File: config.mk
export PLATFORM = sky130hd
export DESIGN_NAME = osw_top
export DESIGN_NICKNAME = d
export VERILOG_FILES = /design/src/hw/osw_pkg.sv /design/src/hw/osw_top.sv /design/src/hw/osw_wait_decode.sv
export SDC_FILE = /design/constraint.sdc
export NUM_CORES = 1
export LEC_CHECK = 0
export BUFFER_PORTS_ARGS = -buffer_cell sky130_fd_sc_hd__buf_2
export CORE_UTILIZATION = 44
export CTS_CLUSTER_DIAMETER = 120
export DETAILED_ROUTE_END_ITERATION = 8
export GPL_ROUTABILITY_DRIVEN = 1
export PLACE_DENSITY = 0.75
export SLEW_MARGIN = 30
export SYNTH_ARGS = -nofsm -noshare
export SYNTH_HDL_FRONTEND = slang
export SYNTH_SLANG_ARGS = --single-unit
File: constraint.sdc
create_clock -name clk -period 2.1 [get_ports clk]
set_clock_uncertainty 0.05 [all_clocks]
set_input_delay 0.21 -clock clk [delete_from_list [all_inputs] [get_ports clk]]
set_output_delay 0.21 -clock clk [all_outputs]
set_load 0.05 [all_outputs]
File: src/hw/osw_pkg.sv
// package: register map, field layout, reset value and wait codes for the stabilization wait
package osw_pkg;
    localparam logic [15:0] stab_wait_select_addr = 16'hffa4;
    localparam logic [7:0] stab_wait_select_reset = 8'h05;
    localparam int sel_msb = 2;
    localparam int sel_width = 3;
    localparam int count_width = 17;
    localparam logic [2:0] sel_2e11 = 3'h1;
    localparam logic [2:0] sel_2e13 = 3'h2;
    localparam logic [2:0] sel_2e14 = 3'h3;
    localparam logic [2:0] sel_2e15 = 3'h4;
    localparam logic [2:0] sel_2e16 = 3'h5;
    localparam logic [16:0] wait_2e11 = 17'h00800;
    localparam logic [16:0] wait_2e13 = 17'h02000;
    localparam logic [16:0] wait_2e14 = 17'h04000;
    localparam logic [16:0] wait_2e15 = 17'h08000;
    localparam logic [16:0] wait_2e16 = 17'h10000;
    // crystal is 10 MHz nominal; wait times in microseconds for reference
    localparam real wait_2e11_us = 204.8;
    localparam real wait_2e13_us = 819.2;
    localparam real wait_2e16_us = 6550.0;

    typedef struct packed {
        logic wr;
        logic rd;
        logic [15:0] addr;
        logic [7:0] wdata;
    } osw_bus_type;

    typedef enum logic [1:0] {
        osw_run,
        osw_stop,
        osw_settle
    } osw_state_type;
endpackage

File: src/hw/osw_top.sv
// oscillation stabilization wait after stop-state release
`timescale 1ns/1ns
// =====================================================================
// What this block does
// - hold cpu until wait ends on crystal
// - select code picks 2^11 or 2^13..2^16 cycle wait
// - reset loads select register with 05h
// - counter saturates at chosen wait
// - count only after oscillation starts
module osw_top
    import osw_pkg::*;
(
    input wire logic clk,
    input wire logic sys_rst,
    input wire osw_pkg::osw_bus_type bus,
    output logic [7:0] rdata,
    input wire logic stop_enter,
    input wire logic stop_release,
    input wire logic osc_started,
    input wire logic cpu_on_crystal,
    output logic cpu_hold,
    output logic stab_done,
    output logic [osw_pkg::count_width-1:0] stab_status_counter
);
    import osw_pkg::*;

    // =================================================================
    // registers
    logic [sel_width-1:0] stab_wait_select;
    logic [count_width-1:0] limit;
    osw_state_type state;
    logic sel_hit;

    assign sel_hit = bus.addr == stab_wait_select_addr;

    // only byte writes exist on this port, so no bit-level path is offered
    always_ff @(posedge clk) begin
        if (sys_rst) begin
            stab_wait_select <= stab_wait_select_reset[sel_msb:0];
        end else if (bus.wr && sel_hit) begin
            stab_wait_select <= bus.wdata[sel_msb:0];
        end
    end

    always_ff @(posedge clk) begin
        if (sys_rst) begin
            rdata <= 8'h00;
        end else if (bus.rd && sel_hit) begin
            rdata <= {5'h00, stab_wait_select};
        end else begin
            rdata <= 8'h00;
        end
    end

    osw_wait_decode u_decode (
        .sel(stab_wait_select),
        .limit(limit)
    );

    // =================================================================
    // sequencing
    always_ff @(posedge clk) begin
        if (sys_rst) begin
            state <= osw_run;
        end else begin
            case (state)
                osw_run: begin
                    if (stop_enter) begin
                        state <= osw_stop;
                    end
                end
                osw_stop: begin
                    if (stop_release) begin
                        state <= osw_settle;
                    end
                end
                osw_settle: begin
                    if (stab_status_counter >= limit) begin
                        state <= osw_run;
                    end
                end
                default: state <= osw_run;
            endcase
        end
    end

    // =================================================================
    // stabilization counter, one count per crystal cycle (clk)
    always_ff @(posedge clk) begin
        if (sys_rst) begin
            stab_status_counter <= '0;
        end else if (state == osw_run && stop_enter) begin
            stab_status_counter <= '0;
        end else if (state != osw_run && osc_started) begin
            if (stab_status_counter < limit) begin
                stab_status_counter <= stab_status_counter + 17'h00001;
            end else begin
                stab_status_counter <= limit;
            end
        end
    end

    always_ff @(posedge clk) begin
        if (sys_rst) begin
            stab_done <= 1'b0;
        end else if (state == osw_run && stop_enter) begin
            stab_done <= 1'b0;
        end else if (stab_status_counter >= limit) begin
            stab_done <= 1'b1;
        end
    end

    // internal-osc cpu is never held; software polls the counter instead
    assign cpu_hold = cpu_on_crystal && (state == osw_stop || state == osw_settle);
endmodule

File: src/hw/osw_wait_decode.sv
// decode of the wait select field into a terminal cycle count
`timescale 1ns/1ns
module osw_wait_decode
    import osw_pkg::*;
(
    input wire logic [osw_pkg::sel_width-1:0] sel,
    output logic [osw_pkg::count_width-1:0] limit
);
    always_comb begin
        case (sel)
            sel_2e11: limit = wait_2e11;
            sel_2e13: limit = wait_2e13;
            sel_2e14: limit = wait_2e14;
            sel_2e15: limit = wait_2e15;
            sel_2e16: limit = wait_2e16;
            // prohibited codes fall back to the longest wait, the safe side
            default: limit = wait_2e16;
        endcase
    end
endmodule

==> flow_metrics.tcl, run 1 <==
set metrics [dict create \
    timing.setup.tns_ns -0.405 \
    detail_route.vias_per_cell 5.23 \
    synth_largest_type_area_fraction_pct 32.6 \
    min_cycle_time_layout_ns 2.19 \
    postSynthCellCount 189 \
    cp-start-kind "flop" \
    drv.max_cap_violation_count 0 \
    tritoncts "done" \
    crit_chain "or3b_4 -> ha_4 -> nand4_1 -> o21bai_4 -> nor2_4 -> buf_6 -> o31a_1 -> a31oi_1" \
    total_leakage_power_nw 0.995 \
    irDropWorstVdd_mv 0.409 \
    tritoncts.num_buffers 3 \
    ys_seq_area_share_pct 32.6 \
    clockBufferDepth 2 \
    whs_ns 0.0869 \
    finalWeightedCongestion 0.899 \
    areaGrowthSynthToFinish_pct 38.9 \
    cts.reportedPaths.clkPinSlew_ns 0.14 \
    min_period_over_period_pct 104 \
    globalRouteOverflowTotal 0 \
    synth_edf_count 0 \
    worstSetupEndpointType "flop" \
    global_route_wire_length_before_repair_um 6260 \
    drv_slew 0 \
    finish.utilization_pct 65.0 \
    worst_stage_delay_on_the_critical_path_ns 0.40 \
    grt_antenna_before_repair 0 \
    placement.setup.worst_slack_ns -0.103 \
    detailedRoute.firstPassIterationCount 4 \
    rows 21 \
    violations "setup timing" \
    root_buffer "sky130_fd_sc_hd__clkbuf_4" \
    rsz0062_at_grt "yes" \
    multi_input_area_mm2 0.00105 \
    dr.first_iter.drc_count 60 \
    worstPathArrival_ns 2.40 \
    power_density_mw_per_mm2 530 \
    post_synth_instance_area_mm2 0.00160 \
    final_layout_size_suffix_gt1_share_pct 43.2 \
    setup_violations 7 \
    insertion_delay_ns 0.33 \
    synth.lib_cells_used.distinct 44 \
    dieHeight_um 62.3 \
    cts_hold_buf 0 \
    worst_ep_required_time_ns 2.31 \
    design.portCount 59 \
    worstPathBufferInverterCount 1 \
    htree_levels 1 \
    core_area_mm2 0.00342 \
    grt_start_max_net_pins 14 \
    min-delay-path-class "in2reg" \
    diode_insertion_count_for_antenna_repair 0 \
    synth.top_cells.by_count "sky130_fd_sc_hd__dfxtp_1, sky130_fd_sc_hd__nor2_1, sky130_fd_sc_hd__nand2_1" \
    synthDominantAreaCellType "sky130_fd_sc_hd__dfxtp_1" \
    finalWorstSetupSlack_ns -0.0867 \
    synth_area_leaders "sky130_fd_sc_hd__dfxtp_1, sky130_fd_sc_hd__ha_1, sky130_fd_sc_hd__nor2_1, sky130_fd_sc_hd__nand3_1, sky130_fd_sc_hd__nand2_1" \
    drtAntennaViolNets 0 \
    yosysWarnings 0 \
    timing.fmax_mhz 457 \
    n_fill_cell 296 \
    routed_wire_length_per_instance_um 13.4 \
    track_usage_pct 20.0 \
    via_count 1631 \
    worst-path-max-fanout 6 \
    synth-async-reset-ratio_pct 0 \
    dieWidth_um 62.3 \
    ys.flop_type "sky130_fd_sc_hd__dfxtp_1" \
    finalNetCount 311 \
    total_count_of_hold_check_failures_in_the_final_report 0 \
    dp_hpwl_um 2860 \
    worst_path_dominant_cell_family "simple AND/OR/NAND/NOR gates" \
    grt_pass1_vias 1372 \
    critical-path-slowest-cell "sky130_fd_sc_hd__or3b_4" \
    portBuffers 48 \
    syn-mean-instance-area_um2 8.45 \
    outcome "finished with violations" \
    sequential_cell_area_um2 541 \
    yosysMostFrequentCell "sky130_fd_sc_hd__dfxtp_1" \
    ffs_latches_synth 26 \
    design.die.area_mm2 0.00388 \
    wirelength_um 4170 \
    post-route-drc-count 0 \
    clock-sinks 26 \
    criticalPathCategory "reg2reg" \
    initial_utilization_pct 46.8 \
]
-- cells in the final DEF, fill, tap and decap left out, types with 2 or more instances in the layout --
| cell type | count |
|---|---|
| sky130_fd_sc_hd__a211o_1 | 2 |
| sky130_fd_sc_hd__a21oi_1 | 2 |
| sky130_fd_sc_hd__a31oi_1 | 6 |
| sky130_fd_sc_hd__and2_1 | 4 |
| sky130_fd_sc_hd__and3_1 | 2 |
| sky130_fd_sc_hd__and4_1 | 2 |
| sky130_fd_sc_hd__buf_2 | 48 |
| sky130_fd_sc_hd__buf_4 | 29 |
| sky130_fd_sc_hd__buf_6 | 4 |
| sky130_fd_sc_hd__clkbuf_4 | 3 |
| sky130_fd_sc_hd__conb_1 | 5 |
| sky130_fd_sc_hd__dfxtp_1 | 12 |
| sky130_fd_sc_hd__dfxtp_2 | 13 |
| sky130_fd_sc_hd__ha_1 | 10 |
| sky130_fd_sc_hd__inv_1 | 11 |
| sky130_fd_sc_hd__mux2i_1 | 3 |
| sky130_fd_sc_hd__nand2_1 | 14 |
| sky130_fd_sc_hd__nand2b_1 | 5 |
| sky130_fd_sc_hd__nand3_1 | 11 |
| sky130_fd_sc_hd__nand3b_1 | 4 |
| sky130_fd_sc_hd__nand4_1 | 8 |
| sky130_fd_sc_hd__nor2_1 | 19 |
| sky130_fd_sc_hd__nor3_1 | 2 |
| sky130_fd_sc_hd__nor4_1 | 6 |
| sky130_fd_sc_hd__o21bai_4 | 2 |
| sky130_fd_sc_hd__o31a_1 | 3 |
| sky130_fd_sc_hd__or4b_1 | 2 |
| sky130_fd_sc_hd__xnor2_1 | 5 |
| sky130_fd_sc_hd__xor2_1 | 6 |
-- through the flow --
| step | power [mW] | cell area, um^2 | cells |
|---|---|---|---|
| global route | 1.24 | 2220 | 312 |
| floorplan | 0.823 | 1640 | 193 |
| CTS | 1.15 | 2160 | 311 |
| global placement | 0.926 | 2050 | 302 |
| detailed placement | 0.936 | 2050 | 302 |
| finish | 1.18 | 2220 | 312 |
-- repair_timing --
| item | in CTS | in global routing |
|---|---|---|
| pin swaps | 9 | 3 |
| gates cloned | 0 | 1 |
| gates resized for setup | 7 | 15 |
| endpoints found under the hold margin | 0 | 0 |
| endpoints found under the setup margin | 19 | 20 |
| setup buffers | 6 | 1 |
-- worst reg2reg max path, cell delays in order (launching register included) --
cell and delay [ns]:
sky130_fd_sc_hd__dfxtp_4 0.39, sky130_fd_sc_hd__or3b_4 0.40, sky130_fd_sc_hd__ha_4 0.26, sky130_fd_sc_hd__nand4_1 0.18, sky130_fd_sc_hd__o21bai_4 0.23, sky130_fd_sc_hd__nor2_4 0.09, sky130_fd_sc_hd__buf_6 0.14, sky130_fd_sc_hd__o31a_1 0.23
sky130_fd_sc_hd__a31oi_1 0.15
-- power breakdown --
part	total [mW]	internal (mW)	switching (mW)	leakage (nW)
Clock	0.220	0.0675	0.152	0.0138
Sequential	0.530	0.513	0.0174	0.215
Combinational	0.427	0.172	0.255	0.766
-- worst paths after layout --
kind                                          start                      end  slack (ns)  cells past startpoint
worst max-delay path            stab_wait_select[1]  stab_status_counter[15]       -0.09                      8
worst min-delay path                         bus[1]      stab_wait_select[1]        0.09                      3
worst max register to register  stab_wait_select[1]  stab_status_counter[15]       -0.09                      8
worst min register to register             state[1]                 state[1]        0.47                      2
-- flip-flops by register name, summed over array words and instances (netlist names) --
| signal | flops |
|---|---|
| stab_done | 1 |
| stab_wait_select | 3 |
| state | 2 |
| stab_status_counter | 17 |
| rdata | 3 |
-- layout make-up --
cell class                      count  share of cell area, %
Tap cell                           46                   2.59
Inverter                           11                   1.86
Timing Repair Buffer               81                   22.7
Clock buffer                        3                   1.01
Sequential cell                    26                   24.4
Multi-Input combinational cell    145                   47.5
-- cell families (layout without fill, tap and decap cells) --
| logic type | after synthesis | after routing | share of synthesized area [%] |
|---|---|---|---|
| buffers and inverters | 22 | 95 | 7.60 |
| xor gates and xnor gates | 12 | 12 | 6.58 |
| and+or+nand+nor | 92 | 92 | 32.6 |
| adders and majority gates | 11 | 11 | 8.61 |
| other | 1 | 5 | 0.235 |
| muxes | 3 | 3 | 1.88 |
| DFF | 26 | 26 | 32.6 |
| AOI/OAI and AO/OA | 22 | 22 | 9.95 |
-- routing by layer --
| metal | part of all wire (%) | wire (um) | global-route usage [%] | vias up |
|---|---|---|---|---|
| met3 | 5.2 | 217 | 2.57 | 7 |
| met5 | 0 | 0 | 0 | - |
| met1 | 45 | 1890 | 26.9 | 743 |
| met4 | 1.9 | 78 | 6.98 | 0 |
| met2 | 48 | 1980 | 32.7 | 61 |
| li1 | - | - | - | 820 |
(Power assumes the default switching activity.)
==> inputs of run 2 (changes only) <==
Settings changed: CELL_PAD_IN_SITES_DETAIL_PLACEMENT set to 1, CELL_PAD_IN_SITES_GLOBAL_PLACEMENT set to 1, CORE_UTILIZATION 44 to 32, PLACE_DENSITY 0.75 to unset, PLACE_DENSITY_LB_ADDON set to 0.1.
==> flow_metrics.tcl, run 2 (synthesis results as in run 1) <==
set metrics [dict create \
    largest_register_ffs 17 \
    final_area_mm2 0.00227 \
    most_frequent_cells_in_the_layout "sky130_fd_sc_hd__buf_2, sky130_fd_sc_hd__buf_4, sky130_fd_sc_hd__nor2_1, sky130_fd_sc_hd__nand2_1, sky130_fd_sc_hd__dfxtp_2" \
    cts.reportedPaths.clkPinSlew_ns 0.09 \
    min_cycle_time_layout_ns 2.12 \
    critical-path-slowest-cell "sky130_fd_sc_hd__or3b_4" \
    grt_antenna_before_repair 0 \
    globalRouteOverflowTotal 0 \
    htree_levels 1 \
    timing.rr.start "stab_wait_select[2]" \
    drv_slew 0 \
    dieWidth_um 72.7 \
    min_period_over_period_pct 101 \
    violations "setup timing" \
    insertion_delay_ns 0.27 \
    outcome "finished with violations" \
    layout.cells.most_common "sky130_fd_sc_hd__buf_2" \
    hold_path_startpoint "bus[1]" \
    criticalPathCategory "reg2reg" \
    global_route_wire_length_before_repair_um 7310 \
    root_buffer "sky130_fd_sc_hd__clkbuf_8" \
    total_count_of_hold_check_failures_in_the_final_report 0 \
    areaGrowthSynthToFinish_pct 42.0 \
    core_area_mm2 0.00475 \
    initial_utilization_pct 33.6 \
    grt_start_max_net_pins 15 \
    post_place_instance_area_mm2 0.00212 \
    cts_post_setup_buffers_inserted 0 \
    worst_ep_required_time_ns 2.25 \
    grt_pass1_vias 1522 \
    setup_violations 5 \
    tritoncts "done" \
    tritoncts.num_buffers 3 \
    wirelength_um 4390 \
    track_usage_pct 17.6 \
    via_count 1589 \
    timing.fmax_mhz 472 \
    placement.setup.worst_slack_ns -0.121 \
    final_layout_size_suffix_gt1_share_pct 43.8 \
    cp-start-kind "flop" \
    finalWorstSetupSlack_ns -0.0178 \
    stdcell_count 334 \
    post-route-drc-count 0 \
    finalNetCount 311 \
    min-delay-path-class "in2reg" \
    routed_wire_length_per_instance_um 13.1 \
    diode_insertion_count_for_antenna_repair 0 \
    power_density_mw_per_mm2 565 \
    portBuffers 48 \
    crit_chain "or3b_4 -> ha_4 -> nand4_1 -> o21bai_2 -> nor2_4 -> buf_6 -> o31a_1 -> a31oi_1" \
    dp_hpwl_um 3510 \
    placed_cells 329 \
    worst_setup_path_startpoint "stab_wait_select[2]" \
    worst_stage_delay_on_the_critical_path_ns 0.40 \
    dr.first_iter.drc_count 100 \
    detailedRoute.firstPassIterationCount 4 \
    drv.max_cap_violation_count 0 \
    top_register "stab_status_counter" \
    worst-path-max-fanout 7 \
    design.die.area_mm2 0.00528 \
    finalWeightedCongestion 0.736 \
    dieHeight_um 72.7 \
    rows 25 \
    worstSetupEndpointType "flop" \
    r2r_slack_ns -0.02 \
    design.portCount 59 \
    clock-sinks 26 \
    total_leakage_power_nw 1.01 \
    irDropWorstVdd_mv 0.376 \
    clockBufferDepth 2 \
    drtAntennaViolNets 0 \
    detail_route.vias_per_cell 4.76 \
    timing.setup.tns_ns -0.0512 \
    largestRegisters "stab_status_counter: 17 flops, rdata: 3 flops, stab_wait_select: 3 flops" \
    worstPathArrival_ns 2.27 \
    rsz0062_at_grt "yes" \
]
## run 2: worst max-delay path, delay by kind of cell (launching register included)
family	cells	cell delay, ns
and+or+nand+nor	3	0.63
adders and majority gates	1	0.27
buffers and inverters	1	0.14
AOI/OAI and AO/OA	3	0.58
DFF	1	0.37
## run 2: layout make-up
| cell class | instances | area [um^2] |
|---|---|---|
| Timing Repair Buffer | 81 | 499 |
| Clock buffer | 4 | 55.1 |
| Sequential cell | 26 | 541 |
| Inverter | 11 | 41.3 |
| Fill cell | 585 | 2490 |
| Multi-Input combinational cell | 145 | 1050 |
| Tap cell | 67 | 83.8 |
## run 2: repair_timing
| action | 4_1_cts | 5_1_grt |
|---|---|---|
| gates resized for setup | 13 | 8 |
| pin swaps | 17 | 4 |
| gates cloned | 0 | 1 |
| setup endpoints to repair | 19 | 20 |
| hold buffers | 0 | 0 |
## run 2: through the flow
stage / power, mW / hold WS [ns] / util, %
after floorplan: 0.823 / 0.304 / -
after global placement: 0.925 / 0.397 / 44.5
after detailed placement: 0.931 / 0.409 / 44.5
after CTS: 1.28 / 0.126 / 46.9
after global routing: 1.37 / 0.150 / 47.7
final: 1.28 / 0.124 / 47.7
## run 2: report_power, final
group | leakage (nW) | internal, mW | switching (mW)
Clock | 0.0288 | 0.168 | 0.164
Sequential | 0.215 | 0.512 | 0.0197
Combinational | 0.764 | 0.162 | 0.255
## run 2: layer usage
metal	GRT usage [%]	wire length (um)	part of all wire, %	up-vias
met5	0	0	0	-
met3	1.66	174	4.0	2
met2	27.1	2000	46	34
met4	4.58	29	0.66	0
met1	26.1	2190	50	739
li1	-	-	-	814
## run 2: final timing paths
check                             to  depth (start not counted)
min              stab_wait_select[1]                          3
max reg2reg  stab_status_counter[15]                          8
max          stab_status_counter[15]                          8
min reg2reg                stab_done                          2
==> inputs of run 3 (changes only) <==
Settings changed: CORE_UTILIZATION 32 to 30.
==> flow_metrics.tcl, run 3 (synthesis results as in run 1) <==
set metrics [dict create \
    finalNetCount 316 \
    dr.first_iter.drc_count 26 \
    total_leakage_power_nw 1.03 \
    worstPathArrival_ns 2.32 \
    min_period_over_period_pct 103 \
    layout.cells.most_common "sky130_fd_sc_hd__buf_2" \
    worst-path-max-fanout 7 \
    min-delay-path-class "in2reg" \
    globalRouteOverflowTotal 0 \
    areaGrowthSynthToFinish_pct 44.6 \
    dieWidth_um 75.0 \
    design.die.area_mm2 0.00562 \
    irDropWorstVdd_mv 0.461 \
    diode_insertion_count_for_antenna_repair 0 \
    most_frequent_cells_in_the_layout "sky130_fd_sc_hd__buf_2, sky130_fd_sc_hd__buf_4, sky130_fd_sc_hd__nor2_1, sky130_fd_sc_hd__nand2_1, sky130_fd_sc_hd__dfxtp_2" \
    violations "setup timing" \
    clockBufferDepth 2 \
    drtAntennaViolNets 0 \
    top_register "stab_status_counter" \
    largestRegisters "stab_status_counter: 17 flops, rdata: 3 flops, stab_wait_select: 3 flops" \
    worst_ep_required_time_ns 2.25 \
    post-route-drc-count 0 \
    core_area_mm2 0.00511 \
    detail_route.vias_per_cell 4.65 \
    dp_hpwl_um 3470 \
    routed_wire_length_per_instance_um 13.2 \
    final_area_mm2 0.00231 \
    via_count 1586 \
    total_power_mw 1.24 \
    cts.reportedPaths.clkPinSlew_ns 0.09 \
    grt_start_max_net_pins 14 \
    rsz0062_at_grt "yes" \
    root_buffer "sky130_fd_sc_hd__clkbuf_8" \
    wirelength_um 4510 \
    placement.setup.worst_slack_ns -0.226 \
    grt_antenna_before_repair 0 \
    largest_register_ffs 17 \
    initial_utilization_pct 31.3 \
    finalWeightedCongestion 0.760 \
    grt_pass1_vias 1516 \
    track_usage_pct 16.9 \
    detailedRoute.firstPassIterationCount 4 \
    global_route_wire_length_before_repair_um 7180 \
    criticalPathCategory "reg2reg" \
    htree_levels 1 \
    drv_slew 0 \
    design.portCount 59 \
    cp-start-kind "flop" \
    drv.max_cap_violation_count 0 \
    post_place_instance_area_mm2 0.00212 \
    total_count_of_hold_check_failures_in_the_final_report 0 \
    min_cycle_time_layout_ns 2.17 \
    rows 26 \
    portBuffers 48 \
    tritoncts.num_buffers 3 \
    tritoncts "done" \
    dieHeight_um 75.0 \
    outcome "finished with violations" \
    insertion_delay_ns 0.27 \
    clock-sinks 26 \
    placed_cells 332 \
    final_layout_size_suffix_gt1_share_pct 45.0 \
    finish.utilization_pct 45.2 \
    power_density_mw_per_mm2 538 \
    setup_violations 18 \
    worstSetupEndpointType "flop" \
    timing.fmax_mhz 461 \
    stdcell_count 341 \
    finalWorstSetupSlack_ns -0.0706 \
]
[run 3: cell types whose count changed in the layout (fill, tap and decap cells not counted), sizes merged]
cell / previous run / this run
clkbuf: 4 / 3
buf: 81 / 86
[run 3: report_power, final]
part           switching, mW  internal (mW)  leakage, nW
clock network          0.157          0.129       0.0216
registers             0.0181          0.512        0.215
logic                  0.263          0.163        0.795
[run 3: through the flow]
stage	TNS [ns]	hold slack, ns
2_1_floorplan	-0.0595	0.304
3_3_place_gp	-0.843	0.395
3_5_place_dp	-1.91	0.409
4_1_cts	-1.12	0.122
5_1_grt	-2.43	0.150
6_report	-0.690	0.131
[run 3: what timing repair did]
item | CTS | global route
hold buffers | 0 | 0
setup endpoints to repair | 19 | 19
pin swaps | 10 | 9
buffers inserted | 4 | 1
gates resized for setup | 13 | 11
gates cloned | 0 | 1
[run 3: cell type report]
| type | instances | area [um^2] |
|---|---|---|
| clock buffer | 3 | 41.3 |
| fill | 649 | 2800 |
| inverter | 11 | 41.3 |
| multi-input combinational | 145 | 1060 |
| sequential | 26 | 541 |
| tap | 70 | 87.6 |
| timing repair buffer | 86 | 541 |
[run 3: final timing paths]
path / from / endpoint / slack, ns / depth (start not counted)
setup reg to reg: stab_wait_select[1] / stab_status_counter[15] / -0.07 / 8
hold / removal: bus[1] / stab_wait_select[1] / 0.13 / 3
setup / recovery: stab_wait_select[1] / stab_status_counter[15] / -0.07 / 8
hold reg to reg: stab_done / stab_done / 0.43 / 2
[run 3: worst max-delay path, cell delays in order, from the launching register on]
cell and delay [ns]:
sky130_fd_sc_hd__dfxtp_4 0.39, sky130_fd_sc_hd__or3b_4 0.40, sky130_fd_sc_hd__ha_4 0.27, sky130_fd_sc_hd__nand4_1 0.17
sky130_fd_sc_hd__o21bai_2 0.23, sky130_fd_sc_hd__nor2_4 0.11, sky130_fd_sc_hd__buf_6 0.14, sky130_fd_sc_hd__o31a_1 0.23
sky130_fd_sc_hd__a31oi_1 0.12
[run 3: metal layers]
| metal | track usage [%] | part of all wire, % |
|---|---|---|
| met3 | 2.14 | 2.1 |
| met1 | 25.1 | 52 |
| met2 | 25.5 | 45 |
| met5 | 0 | 0 |
| met4 | 5.03 | 0.93 |
